--- src/verilog/sbdt_consts.svh ---
`ifndef SBDT_CONSTS_SVH
`define SBDT_CONSTS_SVH

// ****************************************
// command / data identifier bit positions
// ****************************************
`define SBDT_CMD_W 9
`define SBDT_CMD_IS_DATA 8
`define SBDT_ID_LAST_N 7
`define SBDT_ID_RESP_N 6
`define SBDT_ID_ERR 5
`define SBDT_ID_NOCHK 4
`define SBDT_CMD_TYPE_HI 7
`define SBDT_CMD_TYPE_LO 5
`define SBDT_CMD_ATTR_HI 4
`define SBDT_CMD_ATTR_LO 3

// ****************************************
// command encodings
// ****************************************
`define SBDT_TYPE_READ 3'h0
`define SBDT_TYPE_WRITE 3'h2
`define SBDT_TYPE_NULL 3'h3
`define SBDT_ATTR_RELEASE 2'h0
`define SBDT_ATTR_BLOCK 2'h2
`define SBDT_ATTR_WORD 2'h3
`define SBDT_SIZE_8W 2'h1

// ****************************************
// sizes and pattern select
// ****************************************
`define SBDT_WORDS_PER_LINE 8
`define SBDT_PAT_NUM 9
`define SBDT_PAT_SEL_RST 4'h0

`endif

--- src/verilog/sbdt_pkg.sv ---
package sbdt_pkg;
    typedef enum logic [1:0] {
        SBDT_IDLE,
        SBDT_ADDR,
        SBDT_DATA
    } sbdt_wr_state_e;
    typedef enum logic {
        SBDT_MASTER,
        SBDT_SLAVE
    } sbdt_own_e;
endpackage

--- src/verilog/sbdt_pace_if.sv ---
`timescale 1ns/1ns
// ****************************************
// pacing link between writer and pattern gen
// ****************************************
interface sbdt_pace_if;
    logic start;
    logic [3:0] sel;
    logic slot;
    modport gen (input start, input sel, output slot);
    modport user (output start, output sel, input slot);
endinterface

--- src/verilog/sbdt_pattern_gen.sv ---
`timescale 1ns/1ns
`include "sbdt_consts.svh"
module sbdt_pattern_gen
    import sbdt_pkg::*;
(
    input wire logic clk,
    input wire logic sys_rst,
    sbdt_pace_if.gen pace
);
    logic [2:0] phase_ff;
    logic [2:0] period;
    logic pair;

    // ****************************************
    // period and words per period per pattern
    // ****************************************
    always_comb begin
        period = 3'h1;
        pair = 1'b0;
        unique case (pace.sel)
            4'h0: begin period = 3'h1; pair = 1'b0; end
            4'h1: begin period = 3'h3; pair = 1'b1; end
            4'h2: begin period = 3'h4; pair = 1'b1; end
            4'h3: begin period = 3'h2; pair = 1'b0; end
            4'h4: begin period = 3'h5; pair = 1'b1; end
            4'h5: begin period = 3'h6; pair = 1'b1; end
            4'h6: begin period = 3'h3; pair = 1'b0; end
            4'h7: begin period = 3'h0; pair = 1'b1; end // 8 cycles
            4'h8: begin period = 3'h4; pair = 1'b0; end
            default: begin period = 3'h1; pair = 1'b0; end
        endcase
    end

    // phase counter restarts on start
    always_ff @(posedge clk) begin
        if (sys_rst || pace.start) begin
            phase_ff <= 3'h0;
        end else if (phase_ff == period - 3'h1) begin
            phase_ff <= 3'h0;
        end else begin
            phase_ff <= phase_ff + 3'h1;
        end
    end

    // data slot on phase 0, and phase 1 for paired patterns
    assign pace.slot = pace.start || (phase_ff == 3'h0) ||
        (pair && phase_ff == 3'h1 && period != 3'h1);
endmodule

--- src/verilog/sbdt_top.sv ---
`timescale 1ns/1ns
`include "sbdt_consts.svh"
// How it works
// - bad or parity-failed doubleword invalidates line
// - erroneous-data identifier raises bus error
// - parity error raises cache error, sets flag
// - at most one word per clock
// - accept data only valid and identifier
// - block write follows nine boot patterns
// - unused pattern cycles hold previous data
// - 32-bit cycles, two clocks per doubleword
// - endianness picks word order in doubleword
// - single or partial word takes one clock
// - block write ascending, address first
// - release null request returns master state
// - nine-bit command, top bit marks data
// - identifier last, response, error bits
// - identifier bit four disables checking
module sbdt_top
    import sbdt_pkg::*;
(
    input wire logic clk,
    input wire logic sys_rst,
    input wire logic big_endian,
    input wire logic [3:0] write_pattern_select,
    input wire logic [31:0] addr_data_in,
    input wire logic [3:0] check_bit_in,
    input wire logic [8:0] command_id_in,
    input wire logic agent_valid_n,
    input wire logic release_to_slave,
    input wire logic wr_start,
    input wire logic [31:0] wr_addr,
    input wire logic [255:0] wr_line,
    input wire logic cache_error_clear,
    output logic [31:0] addr_data_out,
    output logic [3:0] check_bit_out,
    output logic [8:0] command_id_out,
    output logic addr_data_oe_n,
    output logic valid_out_n,
    output logic wr_busy,
    output logic rd_word_valid,
    output logic [31:0] rd_word,
    output logic rd_word_last,
    output logic line_invalidate,
    output logic bus_error,
    output logic cache_error,
    output logic external_error_flag,
    output logic slave_state
);
    sbdt_pace_if pace ();
    sbdt_pattern_gen u_pat (
        .clk(clk),
        .sys_rst(sys_rst),
        .pace(pace)
    );

    // ****************************************
    // receive path
    // ****************************************
    logic data_cyc;
    logic par_bad;
    logic chk_en;
    logic id_err;
    logic half_ff;
    logic dw_bad_ff;
    logic [3:0] pat_sel_ff;

    // data cycle qualification
    assign data_cyc = !agent_valid_n &&
        command_id_in[`SBDT_CMD_IS_DATA];
    assign id_err = command_id_in[`SBDT_ID_ERR];
    assign chk_en = !command_id_in[`SBDT_ID_NOCHK];

    // even parity per byte lane
    genvar gi;
    logic [3:0] lane_bad;
    generate
        for (gi = 0; gi < 4; gi = gi + 1) begin : g_par
            assign lane_bad[gi] = ^{addr_data_in[gi*8 +: 8],
                check_bit_in[gi]};
        end
    endgenerate
    assign par_bad = |lane_bad;

    // word handed up, one per clock at most
    always_ff @(posedge clk) begin
        if (sys_rst) begin
            rd_word_valid <= 1'b0;
            rd_word <= 32'h0;
            rd_word_last <= 1'b0;
        end else begin
            rd_word_valid <= data_cyc;
            rd_word_last <= data_cyc &&
                !command_id_in[`SBDT_ID_LAST_N];
            if (data_cyc) begin
                rd_word <= addr_data_in;
            end
        end
    end

    // doubleword halves of a block response
    always_ff @(posedge clk) begin
        if (sys_rst) begin
            half_ff <= 1'b0;
            dw_bad_ff <= 1'b0;
        end else if (data_cyc) begin
            if (!command_id_in[`SBDT_ID_LAST_N]) begin
                half_ff <= 1'b0;
            end else begin
                half_ff <= !half_ff;
            end
            dw_bad_ff <= !half_ff && (id_err || (chk_en && par_bad));
        end
    end

    // ****************************************
    // line invalidation
    // ****************************************
    // invalidate when either half of doubleword is bad
    always_ff @(posedge clk) begin
        if (sys_rst) begin
            line_invalidate <= 1'b0;
        end else begin
            line_invalidate <= data_cyc &&
                !command_id_in[`SBDT_ID_RESP_N] &&
                (id_err || (chk_en && par_bad) ||
                (half_ff && dw_bad_ff));
        end
    end

    // ****************************************
    // exception pulses
    // ****************************************
    // exceptions
    always_ff @(posedge clk) begin
        if (sys_rst) begin
            bus_error <= 1'b0;
            cache_error <= 1'b0;
        end else begin
            bus_error <= data_cyc &&
                !command_id_in[`SBDT_ID_RESP_N] && id_err;
            cache_error <= data_cyc && chk_en && par_bad;
        end
    end

    // ****************************************
    // cache error status
    // ****************************************
    // sticky external error flag, set wins over clear
    always_ff @(posedge clk) begin
        if (sys_rst) begin
            external_error_flag <= 1'b0;
        end else if (data_cyc && chk_en && par_bad) begin
            external_error_flag <= 1'b1;
        end else if (cache_error_clear) begin
            external_error_flag <= 1'b0;
        end
    end

    // ****************************************
    // bus ownership
    // ****************************************
    logic null_rel;
    assign null_rel = !agent_valid_n &&
        !command_id_in[`SBDT_CMD_IS_DATA] &&
        command_id_in[`SBDT_CMD_TYPE_HI:`SBDT_CMD_TYPE_LO] ==
        `SBDT_TYPE_NULL &&
        command_id_in[`SBDT_CMD_ATTR_HI:`SBDT_CMD_ATTR_LO] ==
        `SBDT_ATTR_RELEASE;

    // slave until release null seen; enable moves with state
    always_ff @(posedge clk) begin
        if (sys_rst) begin
            slave_state <= 1'b0;
            addr_data_oe_n <= 1'b1;
        end else if (null_rel) begin
            slave_state <= 1'b0;
            addr_data_oe_n <= 1'b0;
        end else if (release_to_slave) begin
            slave_state <= 1'b1;
            addr_data_oe_n <= 1'b1;
        end else begin
            addr_data_oe_n <= slave_state;
        end
    end

    // ****************************************
    // block write transmitter
    // ****************************************
    sbdt_wr_state_e st_ff;
    logic [2:0] wcnt_ff;
    logic [255:0] line_ff;
    logic [31:0] addr_ff;
    logic [2:0] widx;
    logic [31:0] wword;

    // ****************************************
    // boot pattern capture
    // ****************************************
    // pattern latched once at boot
    always_ff @(posedge clk) begin
        if (sys_rst) begin
            pat_sel_ff <= `SBDT_PAT_SEL_RST;
        end else if (st_ff == SBDT_IDLE && !wr_busy) begin
            pat_sel_ff <= pat_sel_ff;
        end
    end

    logic boot_ff;
    always_ff @(posedge clk) begin
        if (sys_rst) begin
            boot_ff <= 1'b1;
        end else begin
            boot_ff <= 1'b0;
        end
    end

    logic [3:0] boot_sel_ff;
    always_ff @(posedge clk) begin
        if (boot_ff) begin
            boot_sel_ff <= write_pattern_select;
        end
    end

    assign pace.sel = boot_ff ? pat_sel_ff : boot_sel_ff;
    // pattern phase restarts so the first data cycle is phase 0
    assign pace.start = (st_ff == SBDT_ADDR);

    // ****************************************
    // word selection
    // ****************************************
    // word order: ascending doublewords, halves by endianness
    assign widx = {wcnt_ff[2:1], wcnt_ff[0] ^ big_endian};
    assign wword = line_ff[widx*32 +: 32];

    // ****************************************
    // write sequencer
    // ****************************************
    // sequencer; starts refused while busy or slave
    always_ff @(posedge clk) begin
        if (sys_rst) begin
            st_ff <= SBDT_IDLE;
            wcnt_ff <= 3'h0;
            line_ff <= 256'h0;
            addr_ff <= 32'h0;
            wr_busy <= 1'b0;
        end else begin
            unique case (st_ff)
                SBDT_IDLE: begin
                    if (wr_start && !slave_state) begin
                        st_ff <= SBDT_ADDR;
                        line_ff <= wr_line;
                        addr_ff <= wr_addr;
                        wcnt_ff <= 3'h0;
                        wr_busy <= 1'b1;
                    end
                end
                SBDT_ADDR: begin
                    st_ff <= SBDT_DATA;
                end
                SBDT_DATA: begin
                    if (pace.slot) begin
                        if (wcnt_ff == 3'h7) begin
                            st_ff <= SBDT_IDLE;
                            wr_busy <= 1'b0;
                        end else begin
                            wcnt_ff <= wcnt_ff + 3'h1;
                        end
                    end
                end
            endcase
        end
    end

    // ****************************************
    // outbound bus drive
    // ****************************************
    // bus drive; data held steady in unused cycles
    always_ff @(posedge clk) begin
        if (sys_rst) begin
            addr_data_out <= 32'h0;
            command_id_out <= 9'h0;
            valid_out_n <= 1'b1;
            check_bit_out <= 4'h0;
        end else begin
            valid_out_n <= 1'b1;
            if (st_ff == SBDT_ADDR) begin
                addr_data_out <= addr_ff;
                command_id_out <= {1'b0, `SBDT_TYPE_WRITE,
                    `SBDT_ATTR_BLOCK, 1'b0, `SBDT_SIZE_8W};
                valid_out_n <= 1'b0;
            end else if (st_ff == SBDT_DATA && pace.slot) begin
                addr_data_out <= wword;
                command_id_out <= {1'b1, wcnt_ff != 3'h7, 1'b1,
                    6'h00};
                check_bit_out <= {^wword[31:24], ^wword[23:16],
                    ^wword[15:8], ^wword[7:0]};
                valid_out_n <= 1'b0;
            end // else hold
        end
    end
endmodule
--- config.mk ---
export PLATFORM = sky130hd
export DESIGN_NAME = sbdt_top
export DESIGN_NICKNAME = d
export VERILOG_FILES = /design/src/verilog/sbdt_pkg.sv /design/src/verilog/sbdt_pace_if.sv /design/src/verilog/sbdt_pattern_gen.sv /design/src/verilog/sbdt_top.sv
export VERILOG_INCLUDE_DIRS = /design/src /design/src/verilog
export SDC_FILE = /design/constraint.sdc
export NUM_CORES = 1
export LEC_CHECK = 0
export BUFFER_PORTS_ARGS = -buffer_cell sky130_fd_sc_hd__buf_4
export CORE_MARGIN = 5
export CORE_UTILIZATION = 57
export DETAILED_ROUTE_END_ITERATION = 10
export PLACE_DENSITY = 0.93
export SKIP_CTS_REPAIR_TIMING = 1
export SLEW_MARGIN = 20
export SYNTH_ARGS = -nofsm -noshare
export SYNTH_HDL_FRONTEND = slang
export SYNTH_HIERARCHICAL = 1
export SYNTH_SLANG_ARGS = --single-unit
export TNS_END_PERCENT = 50
--- constraint.sdc ---
create_clock -name clk -period 4.6 [get_ports clk]
set_clock_uncertainty 0.1 [all_clocks]
set_input_delay 0.92 -clock clk [delete_from_list [all_inputs] [get_ports clk]]
set_output_delay 0.92 -clock clk [all_outputs]
set_load 0.01 [all_outputs]
Word level (Yosys, flattened, before mapping)
Memories as Yosys holds them, arrays and structs flattened.
Cells that the tools add are included.
{"block": "totals", "reg_bits": 386, "romBits": 64, "out_inout_bits": 87, "mem_count": 1}
{"name": "(no name shown)", "words": 16, "word_bits": 4, "read_ports": 1, "rd_clocked_by_memory_dff": 0, "write_ports": 0, "line_no": "sbdt_pattern_gen.sv:20", "source": "unique case (pace.sel)"}
{"block": "classes", "addsub": 3, "eq_ne": 12, "shifts": 1, "muxes": 25, "bitwise_logic": 2, "reduce_logical": 51}
{"op": "variable part select 256 x 9 -> 32 bit", "n": 1}
{"op": "two-way mux 32 bit", "n": 2}
{"op": "XOR reduction 9 bit", "n": 4}
{"op": "XOR reduction 8 bit", "n": 4}
{"op": "logical AND 1 bit", "n": 17}
{"op": "two-way mux 7 bit", "n": 2}
{"op": "two-way mux 1 bit", "n": 11}
{"op": "two-way mux 3 bit", "n": 3}
{"op": "AND reduction 4 bit", "n": 2}
{"op": "logical NOT 1 bit", "n": 7}
{"op": "adder 3 x 1 -> 3 bit, second input constant", "n": 2}
{"op": "two-way mux 2 bit", "n": 3}
{"op": "!= test 2 bit, second input constant", "n": 3}
{"op": "case mux 2 bit (3 select lines)", "n": 1}
{"op": "case mux 3 bit (2 select lines)", "n": 1}
{"op": "nonzero test 2 bit", "n": 3}
{"op": "logical OR 1 bit", "n": 5}
{"op": "logical NOT 2 bit", "n": 2}
{"op": "two-way mux 4 bit", "n": 1}
{"op": "AND reduction 2 bit", "n": 2}
{"op": "OR reduction 2 bit", "n": 2}
{"op": "OR reduction 4 bit", "n": 1}
{"op": "== test 3 x 1 -> 1 bit, second input constant", "n": 1}
{"op": "== test 3 x 2 -> 1 bit, second input constant", "n": 1}
{"op": "other kinds (13)", "n": 13}

Depth between registers and ports, before layout
Gate-level depths: netlist of the first run.
An unclocked memory read counts as a cell.
{"block": "logic_depth", "depth_word": 8, "mapped_depth": 17}

Modules after synthesis
Netlist of the first run, hierarchy kept.
{"mod": "sbdt_top", "n_inst": 1, "cells_each": 2004, "area_each_um2": 16039.1, "seq_area_each_um2": 7687.4}
{"mod": "sbdt_pattern_gen", "n_inst": 1, "cells_each": 46, "area_each_um2": 379.1, "seq_area_each_um2": 60.1}

Worst setup path before layout of the first run
No wires, ideal clock.
{"block": "synth_path", "path_type": "reg-to-reg", "start": "reg boot_ff", "end": "reg addr_data_out[24]", "setup_time_ps": 128, "arrival_time_ps": 2863, "required_ps": 4372, "setup_slack_ps": 1510, "stages_incl_launch_ff": 18, "path_buffers": 3, "synth_period_minus_slack_ps": 3090, "path_cell_list": "dfxtp_1 nor2b_1 inv_1 ha_1 nand2_1 o21ai_0 nand2_1 ha_1 nand3_1 a41oi_1 o21bai_1 and2_1 clkbuf_1 clkbuf_1 clkbuf_1 a211oi_1 a21oi_1 nor2_1"}
{"block": "synth_between", "elab_chain_cells": 7, "elab_cells_between_ends": 8, "classes_between": "1 x eq/ne; 1 x mux; 5 x reduce/logical; 1 x memory"}
{"item": "start, declared", "line_no": "sbdt_top.sv:209", "source": "logic boot_ff;"}
{"item": "start signal, assigned", "line_no": "sbdt_top.sv:212", "source": "boot_ff <= 1'b1;"}
{"item": "start signal, assigned", "line_no": "sbdt_top.sv:214", "source": "boot_ff <= 1'b0;"}
{"item": "two-way mux 4 bit *", "line_no": "sbdt_top.sv:225", "source": "assign pace.sel = boot_ff ? pat_sel_ff : boot_sel_ff;"}
{"item": "net pace.sel[1]", "line_no": "sbdt_pace_if.sv:7", "source": "logic [3:0] sel;"}
{"item": "memory read (16 x 4 bit) *"}
{"item": "!= test 3 x 1 -> 1 bit / logical AND 1 bit (equally long branches)", "line_no": "sbdt_pattern_gen.sv:47", "source": "(pair && phase_ff == 3'h1 && period != 3'h1);"}
{"item": "logical AND 1 bit *", "line_no": "sbdt_pattern_gen.sv:47"}
{"item": "logical OR 1 bit *", "line_no": "sbdt_pattern_gen.sv:46", "source": "assign pace.slot = pace.start || (phase_ff == 3'h0) ||"}
{"item": "net pace.slot", "line_no": "sbdt_pace_if.sv:8", "source": "logic slot;"}
{"item": "logical AND 1 bit *", "line_no": "sbdt_top.sv:292", "source": "end else if (st_ff == SBDT_DATA && pace.slot) begin"}
{"item": "nonzero test 2 bit (no line) *"}
{"item": "end signal, assigned", "line_no": "sbdt_top.sv:288", "source": "addr_data_out <= addr_ff;"}
{"item": "end signal, assigned", "line_no": "sbdt_top.sv:293", "source": "addr_data_out <= wword;"}
{"item": "end, declared", "line_no": "sbdt_top.sv:35", "source": "output logic [31:0] addr_data_out,"}
The timed path passes the listed nets; every way through them passes the cells marked *.
A chain may end at the register's enable or synchronous reset.

Worst setup path in the final report of the first run
{"block": "layout_path", "start": "reg boot_ff", "end": "reg addr_data_out[15]"}
The elaborated chain is that of the path after synthesis.

==> summary.txt, run 1 <==
STA
  • Final setup margin: 911 ps
  • Final setup violation count: 0
  • RSZ-0062 raised after global routing: no
  • Tcrit/Tclk final: 80.2%
  • Max-slew headroom: 27.8%
  • Final hold vios: 0
  • WHS: 352 ps
  • Final min period: 3690 ps
  • Worst Tran Pin Value: 1080 ps
  • Setup TNS: 0 ps
  • Max Slew Vio Count: 0
  • Fmax: 271 MHz

Route
  • Routed WL: 54900 um
  • DR vias: 15938
  • DRT Pass-1 Iters: 6
  • Avg Vias per Cell: 5.72
  • DR iter-0 viols: 1669
  • DRC: 0
  • Detail Route Antenna Nets: 0
  • WL/cell: 19.7 um

Clock network
  • Clk Latency, worst-skew pair: 530 ps
  • Clock-pin slew on the worst setup and hold paths: 60 ps
  • Root buffer cell: clkbuf_16
  • CTS Sinks: 385
  • CTS H-tree depth: 2
  • CTS tree: yes
  • Max clock buf depth: 3
  • CTS Buf Count: 40

Logic synthesis
  • Syn_area_per_cell: 8.01 um^2
  • Post-Synthesis Cell Area: 16400 um^2
  • Cells after synthesis: 2050
  • Post-synth EDFFs: 4
  • Yosys warning count: 6
  • Synth cell types: 40
  • Top cell type's share of synthesized area: 46.5%
  • Synthesis-stage register bit count: 385
  • Cell with the most instances after synthesis: nand2_1
  • Top FF cell, synth: dfxtp_1
  • Largest cells by area after synthesis: dfxtp_1 (46%), nand2_1 (16%), a21oi_1 (11%)
  • Cell taking the most area after synthesis: dfxtp_1
  • Asr flop ratio synth: 0%
  • Commonest cells post-synth: nand2_1 (683), dfxtp_1 (381), a21oi_1 (361), clkbuf_1 (142), mux2i_1 (130)
  • Seq/Total Area, Yosys: 47.2%

Die
  • Die Height: 180 um
  • Die ar.: 32300 um^2
  • Die Width: 180 um
  • Ports: 431
  • Core Footprint: 28500 um^2
  • Initial Util: 57.5%
  • FP Rows: 62

Global routing
  • Pin count of the biggest net entering global routing: 149
  • Antenna violations before repair: 5
  • First-pass GRT wire length: 83600 um
  • Total GRT Usage: 32.0%
  • Vias in the first global route: 15374
  • Grt ovf: 0

Critical path
  • Setup CP Type: reg -> reg
  • Critical Path Start Type: register
  • Worst-path fanout max: 29
  • Crit path required time: 4940 ps
  • Critical Path End Type: register
  • WP data arrival: 4030 ps

Placement
  • HPWL Detailed: 39000 um
  • # placed instances: 2716
  • Gpl congestion: 0.949
  • Dpl ws: 994 ps
  • DP Area: 19600 um^2
  • Buffers on Ports: 423

Power
  • Peak VDD IR: 0.313 mV
  • Overall power: 10.0 mW
  • Power Density: 482 nW/um^2
  • Static leakage: 8.63 nW

Run status
  • Status: completed

Final layout
  • Utilization after layout: 73.0%
  • Fraction of layout instances using a drive strength above 1: 21.6%
  • Fin nets: 2731
  • P&R area growth vs syn: 26.9%
  • Layout Cells excl Fill: 2787
  • Fin area: 20800 um^2
  • # fillers: 2053

Min path
  • Worst min path class: reg -> reg

Flow run
  • Max Cap Viol: 0
==> critical path, cell delays in order (launching register included) <==
cell and delay, ps:
dfxtp_1 390, nor2b_1 320, inv_1 80, ha_1 300, nand2_1 50, o21ai_0 90
nand2_1 110, ha_1 210, nand3_1 70, a41oi_1 150, o21bai_1 260, and2_2 580
buf_4 380, nor2_1 70, a211oi_1 220, a21oi_1 70, nor2_1 130
==> sequential cells by signal, summed over array words and instances (netlist names), 2 cells and up <==
name            cells
rd_word            32
addr_ff            32
st_ff               2
addr_data_out      32
command_id_out      4
boot_sel_ff         4
check_bit_out       4
wcnt_ff             3
line_ff           256
u_pat/phase_ff      3
==> layer usage <==
| layer | vias up | part of all wire [%] | GRT usage (%) |
|---|---|---|---|
| met5 | - | 0.024 | 0 |
| met4 | 2 | 5.3 | 15.1 |
| met3 | 155 | 9.4 | 6.81 |
| met2 | 931 | 47 | 53.8 |
| met1 | 7393 | 38 | 39.4 |
| li1 | 7457 | - | - |
==> layout by cell type (no fill, tap or decap), types with 2 or more instances in the layout <==
| cell type | synthesis | routed |
|---|---|---|
| a2111oi_0 | 2 | 2 |
| a211oi_1 | 37 | 37 |
| a21oi_1 | 361 | 361 |
| a22oi_1 | 64 | 64 |
| a311oi_1 | 2 | 2 |
| a41oi_1 | 5 | 5 |
| and2_1 | 4 | 3 |
| buf_12 | 5 | 6 |
| buf_4 | 7 | 436 |
| clkbuf_1 | 142 | 7 |
| clkbuf_16 | 0 | 41 |
| clkbuf_8 | 0 | 9 |
| clkinv_2 | 0 | 6 |
| clkinvlp_4 | 0 | 2 |
| conb_1 | 1 | 4 |
| dfxtp_1 | 381 | 381 |
| diode_2 | 0 | 4 |
| edfxtp_1 | 4 | 4 |
| ha_1 | 13 | 12 |
| inv_1 | 11 | 11 |
| mux2i_1 | 130 | 130 |
| nand2_1 | 683 | 683 |
| nand2b_1 | 3 | 3 |
| nand3_1 | 3 | 3 |
| nand3b_1 | 3 | 3 |
| nor2_1 | 84 | 82 |
| nor2b_1 | 7 | 4 |
| nor2b_4 | 0 | 2 |
| nor3_1 | 2 | 2 |
| nor4b_1 | 2 | 2 |
| o21ai_0 | 7 | 7 |
| o21ai_1 | 2 | 2 |
| o21bai_1 | 2 | 2 |
| xnor2_1 | 58 | 58 |
| xor2_1 | 6 | 6 |
==> where the power goes <==
part           switching [mW]  internal (mW)  total (mW)
Clock                    1.32           1.83        3.14
Combinational            1.69           1.11        2.79
Sequential              0.279           3.83        4.11
Total                    3.28           6.77        10.0
==> final timing paths <==
check	start	endpoint	slack (ps)	cells past startpoint
max	boot_ff$_DFF_P_	addr_data_out[15]$_SDFFE_PP0N_	910	16
min	line_ff[158]$_SDFFE_PP0P_	line_ff[158]$_SDFFE_PP0P_	350	2
max reg2reg	boot_ff$_DFF_P_	addr_data_out[15]$_SDFFE_PP0N_	910	16
min reg2reg	line_ff[158]$_SDFFE_PP0P_	line_ff[158]$_SDFFE_PP0P_	350	2
==> logic make-up (layout without fill, tap and decap cells) <==
| kind of cell | Yosys count | count (layout) | synth area share [%] |
|---|---|---|---|
| simple gates | 796 | 796 | 18.7 |
| compound gates | 484 | 484 | 16.6 |
| flops | 385 | 385 | 47.2 |
| buf+inv | 176 | 522 | 5.09 |
| mux | 130 | 130 | 7.93 |
| xor+xnor | 65 | 65 | 3.51 |
| fa+ha+maj | 13 | 13 | 0.991 |
| other cells | 1 | 8 | 0.0228 |
==> area by class of cell <==
| class | count | area, um^2 | area share, % |
|---|---|---|---|
| antenna | 4 | 10.0 | 0.0480 |
| tap | 384 | 480 | 2.31 |
| inverter | 12 | 45.0 | 0.216 |
| sequential | 385 | 7750 | 37.2 |
| timing repair buffer | 443 | 3410 | 16.4 |
| clock buffer | 57 | 1180 | 5.64 |
| multi-input combinational | 1492 | 7890 | 37.9 |
| clock inverter | 10 | 83.8 | 0.402 |
Power figures use the tool's default switching activity.
==> run 2: changes to the inputs <==
Settings changed: ABC_AREA set to 1, CORE_UTILIZATION 57 to 54, PLACE_DENSITY 0.93 to 0.88.
Clock period 4.6 ns to 3.6 ns, I/O delays scaled along.
==> run 2 against run 1 <==
Design area up 9.7%. Area after synthesis up 10%. Via count rose by 20%. Largest power group is now combinational cells. Worst hold slack got worse by 94 ps. Highest routed layer is now met4. Synthesized cell count rose by 32%.
==> summary.txt, run 2 <==
Run status
  • Status: completed (unchanged)

Critical path
  • Critical Path End Type: register (unchanged)
  • Slowest-stage cell, CP: dfxtp_1 (was and2_2)
  • Critical path's top delay family: simple AND/OR/NAND/NOR gates (unchanged)
  • WP data arrival: 3470 ps (was 4030 ps)
  • Critical Path Sink: addr_data_out[2]$_SDFFE_PP0N_ (was addr_data_out[15]$_SDFFE_PP0N_)
  • Crit. path cell count: 16 (unchanged)
  • CP peak stage delay: 390 ps (was 580 ps)
  • R2r setup slk: 480 ps (was 910 ps)
  • Crit path required time: 3950 ps (was 4940 ps)
  • FF-to-FF End: addr_data_out[2]$_SDFFE_PP0N_ (was addr_data_out[15]$_SDFFE_PP0N_)
  • Crit path buffers/inverters: 4 (was 2)
  • Crit. Startpoint: boot_ff$_DFF_P_ (unchanged)
  • R2R depth: 16 (unchanged)
  • Crit-path cells: nor2_1, inv_1, ha_1, inv_1, a21oi_1, o21ai_0, ha_1, a21oi_1, o21bai_1, nand2_1, nand2_1, inv_1, nor2_2, buf_4, nand2_1, a31oi_1 (was nor2b_1, inv_1, ha_1, nand2_1, o21ai_0, nand2_1, ha_1, nand3_1, a41oi_1, o21bai_1, and2_2, buf_4, nor2_1, a211oi_1, a21oi_1, nor2_1)
  • Setup CP Type: reg -> reg (unchanged)
  • R2R Path Start: boot_ff$_DFF_P_ (unchanged)
  • Critical Path Start Type: register (unchanged)
  • Worst-path fanout max: 32 (was 29)

Final layout
  • Largest register by flop count: line_ff (unchanged)
  • Number of flip-flops in the largest register: 256 (unchanged)
  • Most common cell after layout, fill and taps aside: nand2_1 (unchanged)
  • # fillers: 2690 (was 2053)
  • Fin nets: 3376 (was 2731)
  • Fraction of layout instances using a drive strength above 1: 17.8% (was 21.6%)
  • Layout Cells excl Fill: 3497 (was 2787)
  • P&R area growth vs syn: 26.3% (was 26.9%)
  • Most frequent cells in the layout: nand2_1 (722), buf_4 (442), dfxtp_1 (379) (was nand2_1 (683), buf_4 (436), dfxtp_1 (381))

Route
  • Detail Route Antenna Nets: 0 (unchanged)
  • DR vias: 19195 (was 15938)
  • DRT Pass-1 Iters: 7 (was 6)
  • Avg Vias per Cell: 5.49 (was 5.72)
  • Routed WL: 62600 um (was 54900 um)
  • DR iter-0 viols: 1848 (was 1669)
  • WL/cell: 17.9 um (was 19.7 um)
  • DRC: 0 (unchanged)

STA
  • Max-slew headroom: 46.5% (was 27.8%)
  • RSZ-0062 raised after global routing: no (unchanged)
  • Max Slew Vio Count: 0 (unchanged)
  • Final setup violation count: 0 (unchanged)
  • Final min period: 3120 ps (was 3690 ps)
  • Tcrit/Tclk final: 86.6% (was 80.2%)
  • Setup TNS: 0 ps (unchanged)
  • Fmax: 321 MHz (was 271 MHz)
  • Final hold vios: 0 (unchanged)
  • Worst Tran Pin Value: 802 ps (was 1080 ps)
  • WHS: 258 ps (was 352 ps)

Global routing
  • First-pass GRT wire length: 94000 um (was 83600 um)
  • Total GRT Usage: 31.9% (was 32.0%)
  • Vias in the first global route: 18065 (was 15374)
  • Top Usage Layer GRT: met2 (unchanged)
  • Met2 Usage GRT: 53.1% (was 53.8%)
  • M3 GR Usage: 5.35% (was 6.81%)
  • Pin count of the biggest net entering global routing: 130 (was 149)
  • Antenna violations before repair: 1 (was 5)
  • Grt ovf: 0 (unchanged)
  • Met1 Usage GRT: 39.8% (was 39.4%)

Clock network
  • Root buffer cell: clkbuf_16 (unchanged)
  • CTS Sinks: 385 (unchanged)
  • Clk Latency, worst-skew pair: 540 ps (was 530 ps)
  • CTS Buf Count: 42 (was 40)
  • Clock-pin slew on the worst setup and hold paths: 60 ps (about the same)
  • CTS tree: yes (unchanged)
  • Max clock buf depth: 3 (unchanged)
  • CTS H-tree depth: 2 (unchanged)

Logic synthesis
  • Cell with the most instances after synthesis: nand2_1 (unchanged)
  • Top cell type's share of synthesized area: 42.1% (was 46.5%)
  • Top FF cell, synth: dfxtp_1 (unchanged)
  • Cell taking the most area after synthesis: dfxtp_1 (unchanged)
  • Cells after synthesis: 2699 (was 2050)
  • Synthesis-stage register bit count: 385 (unchanged)
  • Synth cell types: 33 (was 40)
  • Largest cells by area after synthesis: dfxtp_1 (42%), nand2_1 (15%), o21ai_0 (9.1%) (was dfxtp_1 (46%), nand2_1 (16%), a21oi_1 (11%))
  • Asr flop ratio synth: 0% (unchanged)
  • Seq/Total Area, Yosys: 42.8% (was 47.2%)
  • Post-synth EDFFs: 4 (unchanged)
  • Yosys warning count: 6 (unchanged)
  • Post-Synthesis Cell Area: 18100 um^2 (was 16400 um^2)
  • Commonest cells post-synth: nand2_1 (722), dfxtp_1 (381), inv_1 (341), o21ai_0 (329), a21oi_1 (303) (was nand2_1 (683), dfxtp_1 (381), a21oi_1 (361), clkbuf_1 (142), mux2i_1 (130))
  • Syn_area_per_cell: 6.71 um^2 (was 8.01 um^2)

Die
  • Die Height: 193 um (was 180 um)
  • Initial Util: 54.4% (was 57.5%)
  • FP Rows: 67 (was 62)
  • Core Footprint: 33300 um^2 (was 28500 um^2)
  • Die ar.: 37300 um^2 (was 32300 um^2)
  • Die Width: 193 um (was 180 um)
  • Ports: 431 (unchanged)

Placement
  • Gpl congestion: 0.957 (was 0.949)
  • Buffers on Ports: 423 (unchanged)
  • # placed instances: 3423 (was 2716)
  • HPWL Detailed: 46000 um (was 39000 um)

Flow run
  • Max Cap Viol: 0 (unchanged)

Power
  • Overall power: 17.3 mW (was 10.0 mW)
  • Static leakage: 10.3 nW (was 8.63 nW)
  • Power Density: 756 nW/um^2 (was 482 nW/um^2)
  • Peak VDD IR: 0.377 mV (was 0.313 mV)

Min path
  • Worst min path class: in -> reg (was reg -> reg)
==> run 2: cell count changes after synthesis, moves of 11 or more <==
cell,delta
inv_1,+330
o21ai_0,+322
nand3_1,+239
mux2i_1,-130
a22oi_1,-64
a21oi_1,-58
xnor2_1,-42
nand2_1,+39
a211oi_1,-34
a31oi_1,+32
buf_2,+21
buf_1,+14
clkbuf_1,-11
==> run 2: layer usage <==
layer	up-vias	wire length [um]
li1	9249	-
met1	8771	23100
met5	-	0
met4	0	3590
met2	992	29500
met3	183	6320
==> run 2: worst min path at each step <==
stage,endpoint,from,cells after the start,slack (ps)
global placement,line_ff[144]$_SDFFE_PP0P_,line_ff[144]$_SDFFE_PP0P_,2,330
finish,boot_sel_ff[1]$_DFFE_PP_,write_pattern_select[1],1,260
CTS,boot_sel_ff[1]$_DFFE_PP_,write_pattern_select[1],1,250
global route,boot_sel_ff[1]$_DFFE_PP_,write_pattern_select[1],1,250
detailed placement,line_ff[93]$_SDFFE_PP0P_,line_ff[93]$_SDFFE_PP0P_,2,330
floorplan,addr_ff[0]$_SDFFE_PP0P_,addr_ff[0]$_SDFFE_PP0P_,2,320
==> run 2: through the flow <==
step	util [%]	worst slack, ps	instance area [um^2]
after floorplan	-	986	18100
after global placement	64.6	623	21500
after detailed placement	64.6	548	21500
after CTS	68.7	518	22900
after global routing	68.7	270	22900
final	68.7	482	22900
==> run 2: report_power, final <==
part | total [mW] | internal, mW | switching, mW
Clock | 4.25 | 2.54 | 1.71
Combinational | 7.46 | 2.40 | 5.06
Sequential | 5.58 | 5.14 | 0.435
Total | 17.3 | 10.1 | 7.20
==> run 2: layout make-up <==
cell class                      count  area, um^2  share of cell area (%)
Multi-Input combinational cell   1788        8280                    36.2
Tap cell                          448         561                    2.45
Inverter                          346        1300                    5.70
Clock buffer                       64        1300                    5.67
Clock inverter                      8        71.3                   0.312
Timing Repair Buffer              456        3600                    15.7
Antenna cell                        2        5.00                  0.0219
Sequential cell                   385        7750                    33.9
==> run 2: cells by family (layout without fill, tap and decap cells) <==
| kind of cell | count (synthesis) | count (layout) | share of synthesized area, % |
|---|---|---|---|
| compound gates | 671 | 671 | 18.9 |
| xor+xnor | 30 | 30 | 1.45 |
| fa+ha+maj | 13 | 13 | 0.899 |
| buf+inv | 529 | 874 | 11.6 |
| flops | 385 | 385 | 42.8 |
| other cells | 1 | 6 | 0.0207 |
| simple gates | 1070 | 1070 | 24.3 |
